[config.mk]
export PLATFORM = sky130hd
export DESIGN_NAME = phy_control_register
export DESIGN_NICKNAME = d
export VERILOG_FILES = /design/src/phy_control_pkg.sv /design/src/soft_reset_timer.sv /design/src/phy_control_register.sv
export SDC_FILE = /design/constraint.sdc
export NUM_CORES = 1
export LEC_CHECK = 0
export ABC_AREA = 1
export BUFFER_PORTS_ARGS = -buffer_cell sky130_fd_sc_hd__buf_2
export CAP_MARGIN = 20
export CORE_MARGIN = 1
export CORE_UTILIZATION = 41
export DETAILED_ROUTE_END_ITERATION = 6
export GPL_ROUTABILITY_DRIVEN = 0
export GPL_TIMING_DRIVEN = 0
export PLACE_DENSITY = 0.75
export SYNTH_ARGS = -nofsm -noshare
export SYNTH_HDL_FRONTEND = slang
export SYNTH_SLANG_ARGS = --single-unit
[constraint.sdc]
create_clock -name clk -period 1.25 [get_ports clk]
set_clock_uncertainty 0.1 [all_clocks]
set_input_delay 0 -clock clk [delete_from_list [all_inputs] [get_ports clk]]
set_output_delay 0 -clock clk [all_outputs]
set_load 0.01 [all_outputs]
[src/phy_control_pkg.sv]
// constants for the phy control register block
package phy_control_pkg;
  localparam logic [4:0]  PHY_CONTROL_ADDR   = 5'h00;
  localparam logic [15:0] PHY_CONTROL_RESET  = 16'h3100;
  localparam int          BIT_REG_RESET      = 15;
  localparam int          BIT_LOOPBACK       = 14;
  localparam int          BIT_SPEED_SELECT   = 13;
  localparam int          BIT_AUTONEG_ENABLE = 12;
  localparam int          BIT_POWER_DOWN     = 11;
  localparam int          BIT_ISOLATE        = 10;
  localparam int          BIT_AUTONEG_RESTART = 9;
  localparam int          BIT_DUPLEX         = 8;
  localparam int          BIT_COLLISION_TEST = 7;
  localparam logic [15:0] RESERVED_MASK      = 16'h007f;
  localparam logic [3:0]  SOFT_RESET_CYCLES  = 4'h4;
endpackage

[src/soft_reset_timer.sv]
// stretches a soft reset request into a fixed internal reset pulse
`timescale 1ns/1ps
`default_nettype none
module soft_reset_timer #(
  parameter logic [3:0] CYCLES = phy_control_pkg::SOFT_RESET_CYCLES
) (
  // clock and reset
  input  wire logic clk,
  input  wire logic rst,
  input  wire logic ce,
  // request and pulse
  input  wire logic start,
  output logic      busy
);
  logic [3:0] count_ff;
  wire  [3:0] nxt_count = start ? CYCLES : (count_ff != 4'h0 ? count_ff - 4'h1 : 4'h0);
  assign busy = (count_ff != 4'h0);
  always_ff @(posedge clk or posedge rst) begin
    if (rst) count_ff <= 4'h0;
    else if (ce) count_ff <= nxt_count;
  end
endmodule
`default_nettype wire

[src/phy_control_register.sv]
// phy control register at management address zero
`timescale 1ns/1ps
`default_nettype none
// Behaviour
// RULE1 - register reads 0x3100 after any reset
// RULE2 - bit 13 selects 100 Mb/s when set, 10 Mb/s when clear
// RULE3 - bit 8 set gives full duplex, reset value one
// RULE4 - bit 8 clear gives half duplex
// RULE5 - management writes and autoneg result both update the duplex bit
// RULE6 - bit 7 set enables collision test mode, reset zero
// RULE7 - collision test bit sets on transmit start, clears on transmit halt
// RULE8 - master writes zeros to bits 6:0 and ignores their read value
// RULE9 - writing bit 15 resets registers and state, then hardware clears it
// RULE10 - access only through serial management write and read transactions
module phy_control_register
  import phy_control_pkg::*;
(
  // clock and reset
  input  wire logic        clk,
  input  wire logic        rst,
  input  wire logic        ce,
  // management transaction port
  input  wire logic [4:0]  mgmt_addr,
  input  wire logic        mgmt_wr,
  input  wire logic        mgmt_rd,
  input  wire logic [15:0] mgmt_tx_data_holding,
  output logic      [15:0] mgmt_rx_data_holding,
  output logic             mgmt_rd_valid,
  // phy internal events
  input  wire logic        autoneg_done,
  input  wire logic        autoneg_full_duplex,
  input  wire logic        tx_start,
  input  wire logic        tx_halt,
  input  wire logic        autoneg_restart_done,
  // control outputs
  output logic             speed_select,
  output logic             full_duplex,
  output logic             collision_test,
  output logic             autoneg_enable,
  output logic             autoneg_restart,
  output logic             power_down,
  output logic             isolate,
  output logic             loopback_mode,
  output logic             state_reset
);
  import phy_control_pkg::*;

  // ------------------------------------------------------------
  // decode
  // ------------------------------------------------------------
  logic [15:0] phy_control_ff;
  logic        rd_valid_ff;
  logic [15:0] rd_data_ff;
  logic        sreset_busy;
  wire         hit      = (mgmt_addr == PHY_CONTROL_ADDR);
  wire         wr_hit   = mgmt_wr && hit; // RULE10
  wire         rd_hit   = mgmt_rd && hit; // RULE10
  wire         sreset_req = wr_hit && mgmt_tx_data_holding[BIT_REG_RESET]; // RULE9

  // ------------------------------------------------------------
  // next register value
  // ------------------------------------------------------------
  logic [15:0] nxt_phy_control;
  always_comb begin
    nxt_phy_control = phy_control_ff;
    if (sreset_req) begin
      // defaults restored; bit 15 held high while internal reset runs
      nxt_phy_control = PHY_CONTROL_RESET; // RULE9
      nxt_phy_control[BIT_REG_RESET] = 1'b1;
    end else if (wr_hit) begin
      // reserved field stored as zero whatever the master sent
      nxt_phy_control = mgmt_tx_data_holding & ~RESERVED_MASK; // RULE8
    end else begin
      if (autoneg_done) nxt_phy_control[BIT_DUPLEX] = autoneg_full_duplex; // RULE5
      if (autoneg_restart_done) nxt_phy_control[BIT_AUTONEG_RESTART] = 1'b0;
      if (!sreset_busy) nxt_phy_control[BIT_REG_RESET] = 1'b0; // RULE9
    end
    // set wins over clear when both arrive together
    if (tx_halt) nxt_phy_control[BIT_COLLISION_TEST] = 1'b0; // RULE7
    if (tx_start) nxt_phy_control[BIT_COLLISION_TEST] = 1'b1; // RULE7
  end

  // ------------------------------------------------------------
  // storage
  // ------------------------------------------------------------
  always_ff @(posedge clk or posedge rst) begin
    if (rst) phy_control_ff <= PHY_CONTROL_RESET; // RULE1
    else if (ce) phy_control_ff <= nxt_phy_control;
  end

  always_ff @(posedge clk or posedge rst) begin
    if (rst) begin
      rd_valid_ff <= 1'b0;
      rd_data_ff  <= 16'h0000;
    end else if (ce) begin
      rd_valid_ff <= rd_hit;
      if (rd_hit) rd_data_ff <= phy_control_ff; // RULE10
    end
  end

  // ------------------------------------------------------------
  // soft reset stretcher
  // ------------------------------------------------------------
  soft_reset_timer #(.CYCLES(SOFT_RESET_CYCLES)) u_sreset (
    .clk   (clk),
    .rst   (rst),
    .ce    (ce),
    .start (sreset_req),
    .busy  (sreset_busy)
  );

  // ------------------------------------------------------------
  // outputs straight from flip-flops
  // ------------------------------------------------------------
  assign mgmt_rx_data_holding = rd_data_ff;
  assign mgmt_rd_valid        = rd_valid_ff;
  assign speed_select    = phy_control_ff[BIT_SPEED_SELECT];   // RULE2
  assign full_duplex     = phy_control_ff[BIT_DUPLEX];         // RULE3 RULE4
  assign collision_test  = phy_control_ff[BIT_COLLISION_TEST]; // RULE6
  assign autoneg_enable  = phy_control_ff[BIT_AUTONEG_ENABLE];
  assign autoneg_restart = phy_control_ff[BIT_AUTONEG_RESTART];
  assign power_down      = phy_control_ff[BIT_POWER_DOWN];
  assign isolate         = phy_control_ff[BIT_ISOLATE];
  assign loopback_mode   = phy_control_ff[BIT_LOOPBACK];
  assign state_reset     = phy_control_ff[BIT_REG_RESET];      // RULE9

  // ------------------------------------------------------------
  // checks
  // ------------------------------------------------------------
  reset_value_a: assert property (@(posedge clk) $fell(rst) |-> phy_control_ff == PHY_CONTROL_RESET) // RULE1
    else $error("control register not at default after reset");
  speed_follow_a: assert property (@(posedge clk) disable iff (rst)
    ce && wr_hit && !sreset_req |=> speed_select == $past(mgmt_tx_data_holding[13])) // RULE2
    else $error("speed select not written");
  duplex_full_a: assert property (@(posedge clk) disable iff (rst)
    ce && wr_hit && !sreset_req && mgmt_tx_data_holding[8] && !tx_start |=> full_duplex) // RULE3
    else $error("full duplex not set by write");
  duplex_half_a: assert property (@(posedge clk) disable iff (rst)
    ce && wr_hit && !sreset_req && !mgmt_tx_data_holding[8] |=> !full_duplex) // RULE4
    else $error("half duplex not set by write");
  duplex_autoneg_a: assert property (@(posedge clk) disable iff (rst)
    ce && !wr_hit && autoneg_done |=> full_duplex == $past(autoneg_full_duplex)) // RULE5
    else $error("autoneg duplex not stored");
  coll_set_a: assert property (@(posedge clk) disable iff (rst)
    ce && tx_start |=> collision_test) // RULE6
    else $error("collision test not set on transmit start");
  coll_clear_a: assert property (@(posedge clk) disable iff (rst)
    ce && tx_halt && !tx_start |=> !collision_test) // RULE7
    else $error("collision test not cleared on halt");
  reserved_zero_a: assert property (@(posedge clk) disable iff (rst)
    (phy_control_ff & RESERVED_MASK) == 16'h0000)
    else $error("reserved field not zero");
  sreset_clear_a: assert property (@(posedge clk) disable iff (rst)
    ce && sreset_req ##1 ce [*6] |-> !state_reset) // RULE9
    else $error("soft reset bit not cleared");
  read_back_a: assert property (@(posedge clk) disable iff (rst)
    ce && rd_hit |=> mgmt_rd_valid && mgmt_rx_data_holding == $past(phy_control_ff)) // RULE10
    else $error("read data wrong");

  // ------------------------------------------------------------
  // checks: field writes and restart bit clear
  // ------------------------------------------------------------
  coll_write_a: assert property (@(posedge clk) disable iff (rst)
    ce && wr_hit && !sreset_req && !tx_start && !tx_halt
    |=> collision_test == $past(mgmt_tx_data_holding[BIT_COLLISION_TEST])) // RULE6
    else $error("collision test not written");
  fields_write_a: assert property (@(posedge clk) disable iff (rst)
    ce && wr_hit && !sreset_req
    |=> {loopback_mode, autoneg_enable, power_down, isolate, autoneg_restart}
        == $past({mgmt_tx_data_holding[14], mgmt_tx_data_holding[12:9]}))
    else $error("control fields not written");
  write_priority_a: assert property (@(posedge clk) disable iff (rst)
    ce && wr_hit && !sreset_req && autoneg_done
    |=> full_duplex == $past(mgmt_tx_data_holding[BIT_DUPLEX])) // RULE5
    else $error("write lost to autoneg result");
  restart_clear_a: assert property (@(posedge clk) disable iff (rst)
    ce && autoneg_restart_done && !wr_hit |=> !autoneg_restart)
    else $error("restart bit not cleared");

  // ------------------------------------------------------------
  // checks: soft reset
  // ------------------------------------------------------------
  sreset_default_a: assert property (@(posedge clk) disable iff (rst)
    ce && sreset_req && !tx_start |=> phy_control_ff == (PHY_CONTROL_RESET | 16'h8000)) // RULE9
    else $error("soft reset did not restore defaults");
  sreset_hold_a: assert property (@(posedge clk) disable iff (rst)
    ce && sreset_req ##1 (ce && !wr_hit) [*4] |-> state_reset) // RULE9
    else $error("soft reset bit dropped early");
  sreset_idle_a: assert property (@(posedge clk) disable iff (rst)
    ce && !wr_hit && !sreset_busy |=> !state_reset) // RULE9
    else $error("soft reset bit stuck");

  // ------------------------------------------------------------
  // checks: bus, reset and clock enable
  // ------------------------------------------------------------
  // other addresses must leave the register untouched
  other_addr_a: assert property (@(posedge clk) disable iff (rst)
    ce && mgmt_wr && !hit && !tx_start && !tx_halt && !autoneg_done
    && !autoneg_restart_done && !state_reset |=> $stable(phy_control_ff)) // RULE10
    else $error("write to other address changed register");
  stray_read_a: assert property (@(posedge clk) disable iff (rst)
    ce && mgmt_rd && !hit |=> !mgmt_rd_valid) // RULE10
    else $error("read of other address answered");
  rdvalid_pulse_a: assert property (@(posedge clk) disable iff (rst)
    ce && !rd_hit |=> !mgmt_rd_valid) // RULE10
    else $error("read valid without read");
  rx_hold_a: assert property (@(posedge clk) disable iff (rst)
    ce && !rd_hit |=> $stable(mgmt_rx_data_holding)) // RULE10
    else $error("read data changed without read");
  reset_hold_a: assert property (@(posedge clk)
    rst |-> phy_control_ff == PHY_CONTROL_RESET && !mgmt_rd_valid
    && mgmt_rx_data_holding == 16'h0000) // RULE1
    else $error("state not at default during reset");
  // a low enable must freeze every stored bit
  freeze_hold_a: assert property (@(posedge clk) disable iff (rst)
    !ce |=> $stable(phy_control_ff) && $stable(mgmt_rd_valid)
    && $stable(mgmt_rx_data_holding))
    else $error("state changed while clock enable low");
endmodule
`default_nettype wire

==> results of run 1 <==
[timing repair]
action	CTS	global route
cloned	0	0
resized for setup	10	5
pin swaps	5	5
hold endpoints to repair	39	6
endpoints found under the setup margin	4	7
hold buffers	22	2
buffers inserted	4	5
[flip-flops by register name, indices dropped and copies added, names as in the netlist]
signal	flops
u_sreset.count_ff	4
mgmt_rd_valid	1
phy_control_ff	9
mgmt_rx_data_holding	9
[report_power, final]
group / internal, mW / total, mW / switching [mW]
sequential: 0.892 / 0.994 / 0.101
clock: 0.119 / 0.338 / 0.219
combinational: 0.396 / 0.818 / 0.422
total: 1.41 / 2.15 / 0.742
[cell families after synthesis]
group	after synthesis	share of synthesized area, %
adder cells (fa/ha/maj)	1	1.04
buffers and inverters	34	13.8
AND/OR/NAND/NOR	59	24.6
AO/OA/AOI/OAI	23	12.3
other	1	0.310
flip-flops	23	47.9
[per-stage QoR]
step	TNS, ps	hold WS [ps]	std cells	utilization (%)
2_1_floorplan	0	-100	147	-
3_3_place_gp	-164	118	220	53.4
3_5_place_dp	-182	128	220	53.4
4_1_cts	-21.3	-23.9	250	64.1
5_1_grt	-16.7	-30.4	254	65.7
6_report	0	-33.1	254	65.7
[critical path: stages, from the launching register on]
cell and delay [ps]:
dfrtp_1 390, inv_2 80, ha_4 140, inv_2 50, nor3_4 130, nand2_1 70, nand3_1 80, o21ai_1 70
[worst paths after layout]
check,end,slack [ps],depth (start not counted)
worst max register to register,phy_control_ff[15],40,7
max in group asynchronous,mgmt_rx_data_holding[13],220,3
worst min-delay path,u_sreset.count_ff[2],-30,4
min in group asynchronous,mgmt_rx_data_holding[11],310,3
worst max-delay path,phy_control_ff[15],40,7
worst min register to register,mgmt_rx_data_holding[7],390,2
[routing by layer]
metal | part of all wire, % | global-route usage (%)
met5 | 0 | 0
met4 | 1.2 | 5.23
met3 | 5.2 | 3.23
met2 | 51 | 35.7
met1 | 43 | 22.0
[cells in the mapped netlist]
master / count
ha_1: 1
dfrtp_1: 20
nor2_2: 1
nor2_1: 6
nand3_4: 2
nand3b_1: 2
clkinv_2: 1
nand2_1: 35
inv_2: 1
nand3_2: 1
o21ai_0: 8
inv_1: 23
nand4_1: 1
nor3_1: 1
o21ai_2: 9
a21oi_1: 2
nand3_1: 8
nand2_2: 1
o21ai_1: 4
buf_6: 1
conb_1: 1
dfstp_2: 3
buf_4: 8
nor2_8: 1
[cell type report]
| cell class | count | area [sq um] |
|---|---|---|
| Buffer | 9 | 71.3 |
| Tap cell | 31 | 38.8 |
| Clock inverter | 1 | 5.00 |
| Inverter | 25 | 98.8 |
| Clock buffer | 3 | 22.5 |
| Fill cell | 236 | 953 |
| Timing Repair Buffer | 72 | 495 |
| Sequential cell | 23 | 579 |
| Multi-Input combinational cell | 90 | 517 |
==> results.json, run 1 <==
{
  "outcome": "finished with violations",
  "violations": "negative hold slack",
  "port_buffers": 42,
  "synthTopCellsByArea": "dfrtp_1, nand2_1, inv_1, dfstp_2, o21ai_2",
  "ys_seq_elements": 23,
  "nets": 256,
  "synth_area_sq_um": 1210,
  "drt_iter0_markers": 37,
  "cts_buffers": 3,
  "core_area_sq_um": 2780,
  "drc": 0,
  "dp_hpwl_microns": 1720,
  "final_common_cell": "buf_2",
  "yosysTopAreaCell": "dfrtp_1",
  "crit_required_ps": 1350,
  "track_usage_pct": 19.0,
  "clkSinkCount": 23,
  "yosysUniqueCellTypes": 24,
  "grt_pass1_wl_microns": 4670,
  "arrival_ps": 1320,
  "final-setup-viol-count": 0,
  "synthCells": 141,
  "slew_headroom_pct": 43.5,
  "clk_pin_slew_ps": 130,
  "postRouteAntennaNets": 0,
  "min_from": "ce",
  "fmaxAchievable_mhz": 824,
  "final_cell_area_sq_um": 1830,
  "synth_top_area_share_pct": 41.4,
  "place_area_sq_um": 1490,
  "final_max_slew_viol_count": 0,
  "fin_crit_ps": 1210,
  "hold_slack_ps": -33.1,
  "worstPathMaxFanout": 2,
  "dieArea_sq_um": 3170,
  "rsz0062_at_grt": "true",
  "antennaDiodeCount": 0,
  "clockBufferDepth": 2,
  "p_leak_nw": 1.00,
  "overflow": 0,
  "start_util_pct": 43.5,
  "io_pins": 57,
  "fp.dieW_microns": 56.3,
  "critical_path_class": "reg2reg",
  "finalPower_mw": 2.15,
  "cap_violations": 0,
  "ir_drop_uv": 907,
  "synth_area_per_cell_sq_um": 8.57,
  "finalHoldViolCount": 2,
  "htree_levels": 1,
  "grt_pass1_vias": 1157,
  "critPathLaunch": "u_sreset.count_ff[1]",
  "grt_max_degree": 24,
  "area_delta_synth_final_pct": 51.2,
  "r2r_start": "u_sreset.count_ff[1]",
  "root_buffer": "clkbuf_4",
  "cts_tree": "done",
  "avgViaCountPerCell": 4.63,
  "die_h_microns": 56.3,
  "place_ws_ps": -65.1,
  "critPathLaunchType": "register",
  "routed_wl_microns": 2910,
  "layout_common_cells": "buf_2, nand2_1, dlygate4sd3_1",
  "grt_antenna_before_repair": 0,
  "tightest_slew_ps": 846,
  "ys_warn_count": 0,
  "critPathCaptureType": "register",
  "vias": 1177,
  "powerDensity_nw_per_um2": 1180,
  "holdCritPathClass": "in2reg",
  "detail_route.wl_per_cell_microns": 11.4,
  "clk_latency_ps": 300,
  "period_share_pct": 97.1,
  "drive_above_1_share_pct": 39.9,
  "yosysSeqAreaShare_pct": 47.9,
  "setup_ws_ps": 36.2,
  "rows": 19,
  "dr.pass1.iters": 4
}
No activity file was read; power rests on OpenSTA's default activity.
==> run 2: changes to the inputs <==
--- a/config.mk
+++ b/config.mk
@@ -8,7 +8,8 @@
 export ABC_AREA = 1
 export BUFFER_PORTS_ARGS = -buffer_cell sky130_fd_sc_hd__buf_2
 export CAP_MARGIN = 20
-export CORE_MARGIN = 1
+export CORE_ASPECT_RATIO = 1.4
+export CORE_MARGIN = 4
 export CORE_UTILIZATION = 41
 export DETAILED_ROUTE_END_ITERATION = 6
 export GPL_ROUTABILITY_DRIVEN = 0
==> run 2 against run 1 <==
Compared with the run above:
- the run now ends clean
- critical path depth did not move
- maximum frequency rose by 1.0%
- global-route usage is 3.2 points lower
- largest power group unchanged
==> results.json, run 2 (synthesis results as in run 1) <==
{
  "p_leak_nw": 0.939,
  "clk_pin_slew_ps": 80,
  "period_share_pct": 96.1,
  "grt_pass1_vias": 1049,
  "r2r_slack_ps": 50,
  "critPathCaptureType": "register",
  "nets": 241,
  "fmaxAchievable_mhz": 832,
  "die_h_microns": 72.2,
  "root_buffer": "clkbuf_8",
  "critPathLaunchType": "register",
  "final-setup-viol-count": 0,
  "layout_common_cells": "buf_2, nand2_1, dfrtp_1",
  "cts_tree": "done",
  "setup_ws_ps": 48.5,
  "drive_above_1_share_pct": 40.4,
  "final_cell_area_sq_um": 1710,
  "drc": 0,
  "antennaDiodeCount": 0,
  "rows": 23,
  "tightest_slew_ps": 502,
  "htree_levels": 1,
  "overflow": 0,
  "grt_antenna_before_repair": 0,
  "track_usage_pct": 15.8,
  "critical_path_class": "reg2reg",
  "finalHoldViolCount": 0,
  "routed_wl_microns": 2800,
  "area_delta_synth_final_pct": 41.4,
  "detail_route.wl_per_cell_microns": 11.4,
  "min_from": "mgmt_wr",
  "avgViaCountPerCell": 4.52,
  "hold_depth": 3,
  "holdCritPathClass": "in2reg",
  "rsz0062_at_grt": "true",
  "cap_violations": 0,
  "vias": 1107,
  "grt_max_degree": 24,
  "arrival_ps": 1250,
  "min_to": "phy_control_ff[9]",
  "fin_crit_ps": 1200,
  "slew_headroom_pct": 66.5,
  "final_max_slew_viol_count": 0,
  "placed_cells": 226,
  "cts_buffers": 3,
  "grt_pass1_wl_microns": 4520,
  "r2r_start": "u_sreset.count_ff[1]",
  "outcome": "finished, final reports clean",
  "dr.pass1.iters": 5,
  "worstPathMaxFanout": 3,
  "powerDensity_nw_per_um2": 1300,
  "rr_worst_depth": 7,
  "io_pins": 57,
  "dieArea_sq_um": 3890,
  "dp_hpwl_microns": 1900,
  "core_area_sq_um": 2850,
  "drt_iter0_markers": 28,
  "clk_latency_ps": 260,
  "clkSinkCount": 23,
  "crit_required_ps": 1300,
  "final_common_cell": "buf_2",
  "place_area_sq_um": 1490,
  "ir_drop_uv": 616,
  "clockBufferDepth": 2,
  "layout.cells.non_filler": 245,
  "fp.dieW_microns": 53.9,
  "place_ws_ps": -67.3,
  "port_buffers": 42,
  "postRouteAntennaNets": 0,
  "finalPower_mw": 2.23,
  "hold_slack_ps": 3.93,
  "rr_endpoint": "u_sreset.count_ff[3]",
  "start_util_pct": 42.4
}
run 2: changes by cell type in the layout (fill, tap and decap cells not counted):
cell / before / now
nand3_1: 7 / 8
clkinv_2: 1 / 2
buf_4: 15 / 10
inv_1: 20 / 19
clkbuf_8: 0 / 3
dlymetal6s4s_1: 1 / 0
inv_6: 1 / 0
clkbuf_4: 3 / 0
dlygate4sd3_1: 22 / 13
clkinvlp_4: 0 / 1
nand3_2: 2 / 1
run 2: repair_timing:
action                     in CTS  in global routing
gates resized for setup        11                  1
setup endpoints to repair       4                 24
pin swaps                       6                  1
hold endpoints to repair       28                  0
hold buffers                   13                  0
buffers inserted                2                  0
run 2: worst max-delay path by stage:
| stage | depth (start not counted) | startpoint | endpoint | slack (ps) |
|---|---|---|---|---|
| 3_3_place_gp | 7 | u_sreset.count_ff[0] | u_sreset.count_ff[3] | -80 |
| 5_1_grt | 7 | u_sreset.count_ff[1] | u_sreset.count_ff[3] | -50 |
| 6_report | 7 | u_sreset.count_ff[1] | u_sreset.count_ff[3] | 50 |
| 4_1_cts | 7 | u_sreset.count_ff[1] | u_sreset.count_ff[3] | -3 |
| 3_5_place_dp | 7 | u_sreset.count_ff[0] | u_sreset.count_ff[3] | -70 |
| 2_1_floorplan | 7 | u_sreset.count_ff[0] | u_sreset.count_ff[1] | 40 |
run 2: worst max-delay path, cell delays in order (launching register included):
cell and delay, ps:
dfrtp_1 380, inv_2 80, ha_4 140, inv_2 40, nor3_4 120, nor2_2 80, nand3b_1 80, o21ai_1 60
run 2: cell type report:
class / count / area (sq um)
buffer: 9 / 71.3
clock inverter: 1 / 5.00
fill: 260 / 1140
timing repair buffer: 57 / 355
clock buffer: 3 / 41.3
sequential: 23 / 579
tap: 37 / 46.3
multi-input combinational: 90 / 512
inverter: 25 / 98.8
run 2: power breakdown:
| part | leakage (nW) | total [mW] | switching, mW | internal, mW |
|---|---|---|---|---|
| sequential | 0.288 | 0.986 | 0.0933 | 0.893 |
| combinational | 0.625 | 0.781 | 0.418 | 0.363 |
| clock | 0.0255 | 0.461 | 0.239 | 0.222 |
run 2: layer usage:
layer / track usage, % / routed length (microns) / up-vias / share of wire, %
met5: 0 / 0 / - / 0
met4: 5.68 / 48 / 0 / 1.7
met3: 3.08 / 229 / 6 / 8.2
met2: 28.4 / 1400 / 45 / 50
met1: 17.6 / 1120 / 496 / 40
li1: - / - / 560 / -
run 2: per-stage QoR:
step	util (%)	TNS (ps)
final	60.0	0
after CTS	59.9	-2.80
after detailed placement	52.4	-224
after floorplan	-	0
after global routing	60.0	-117
after global placement	52.4	-234
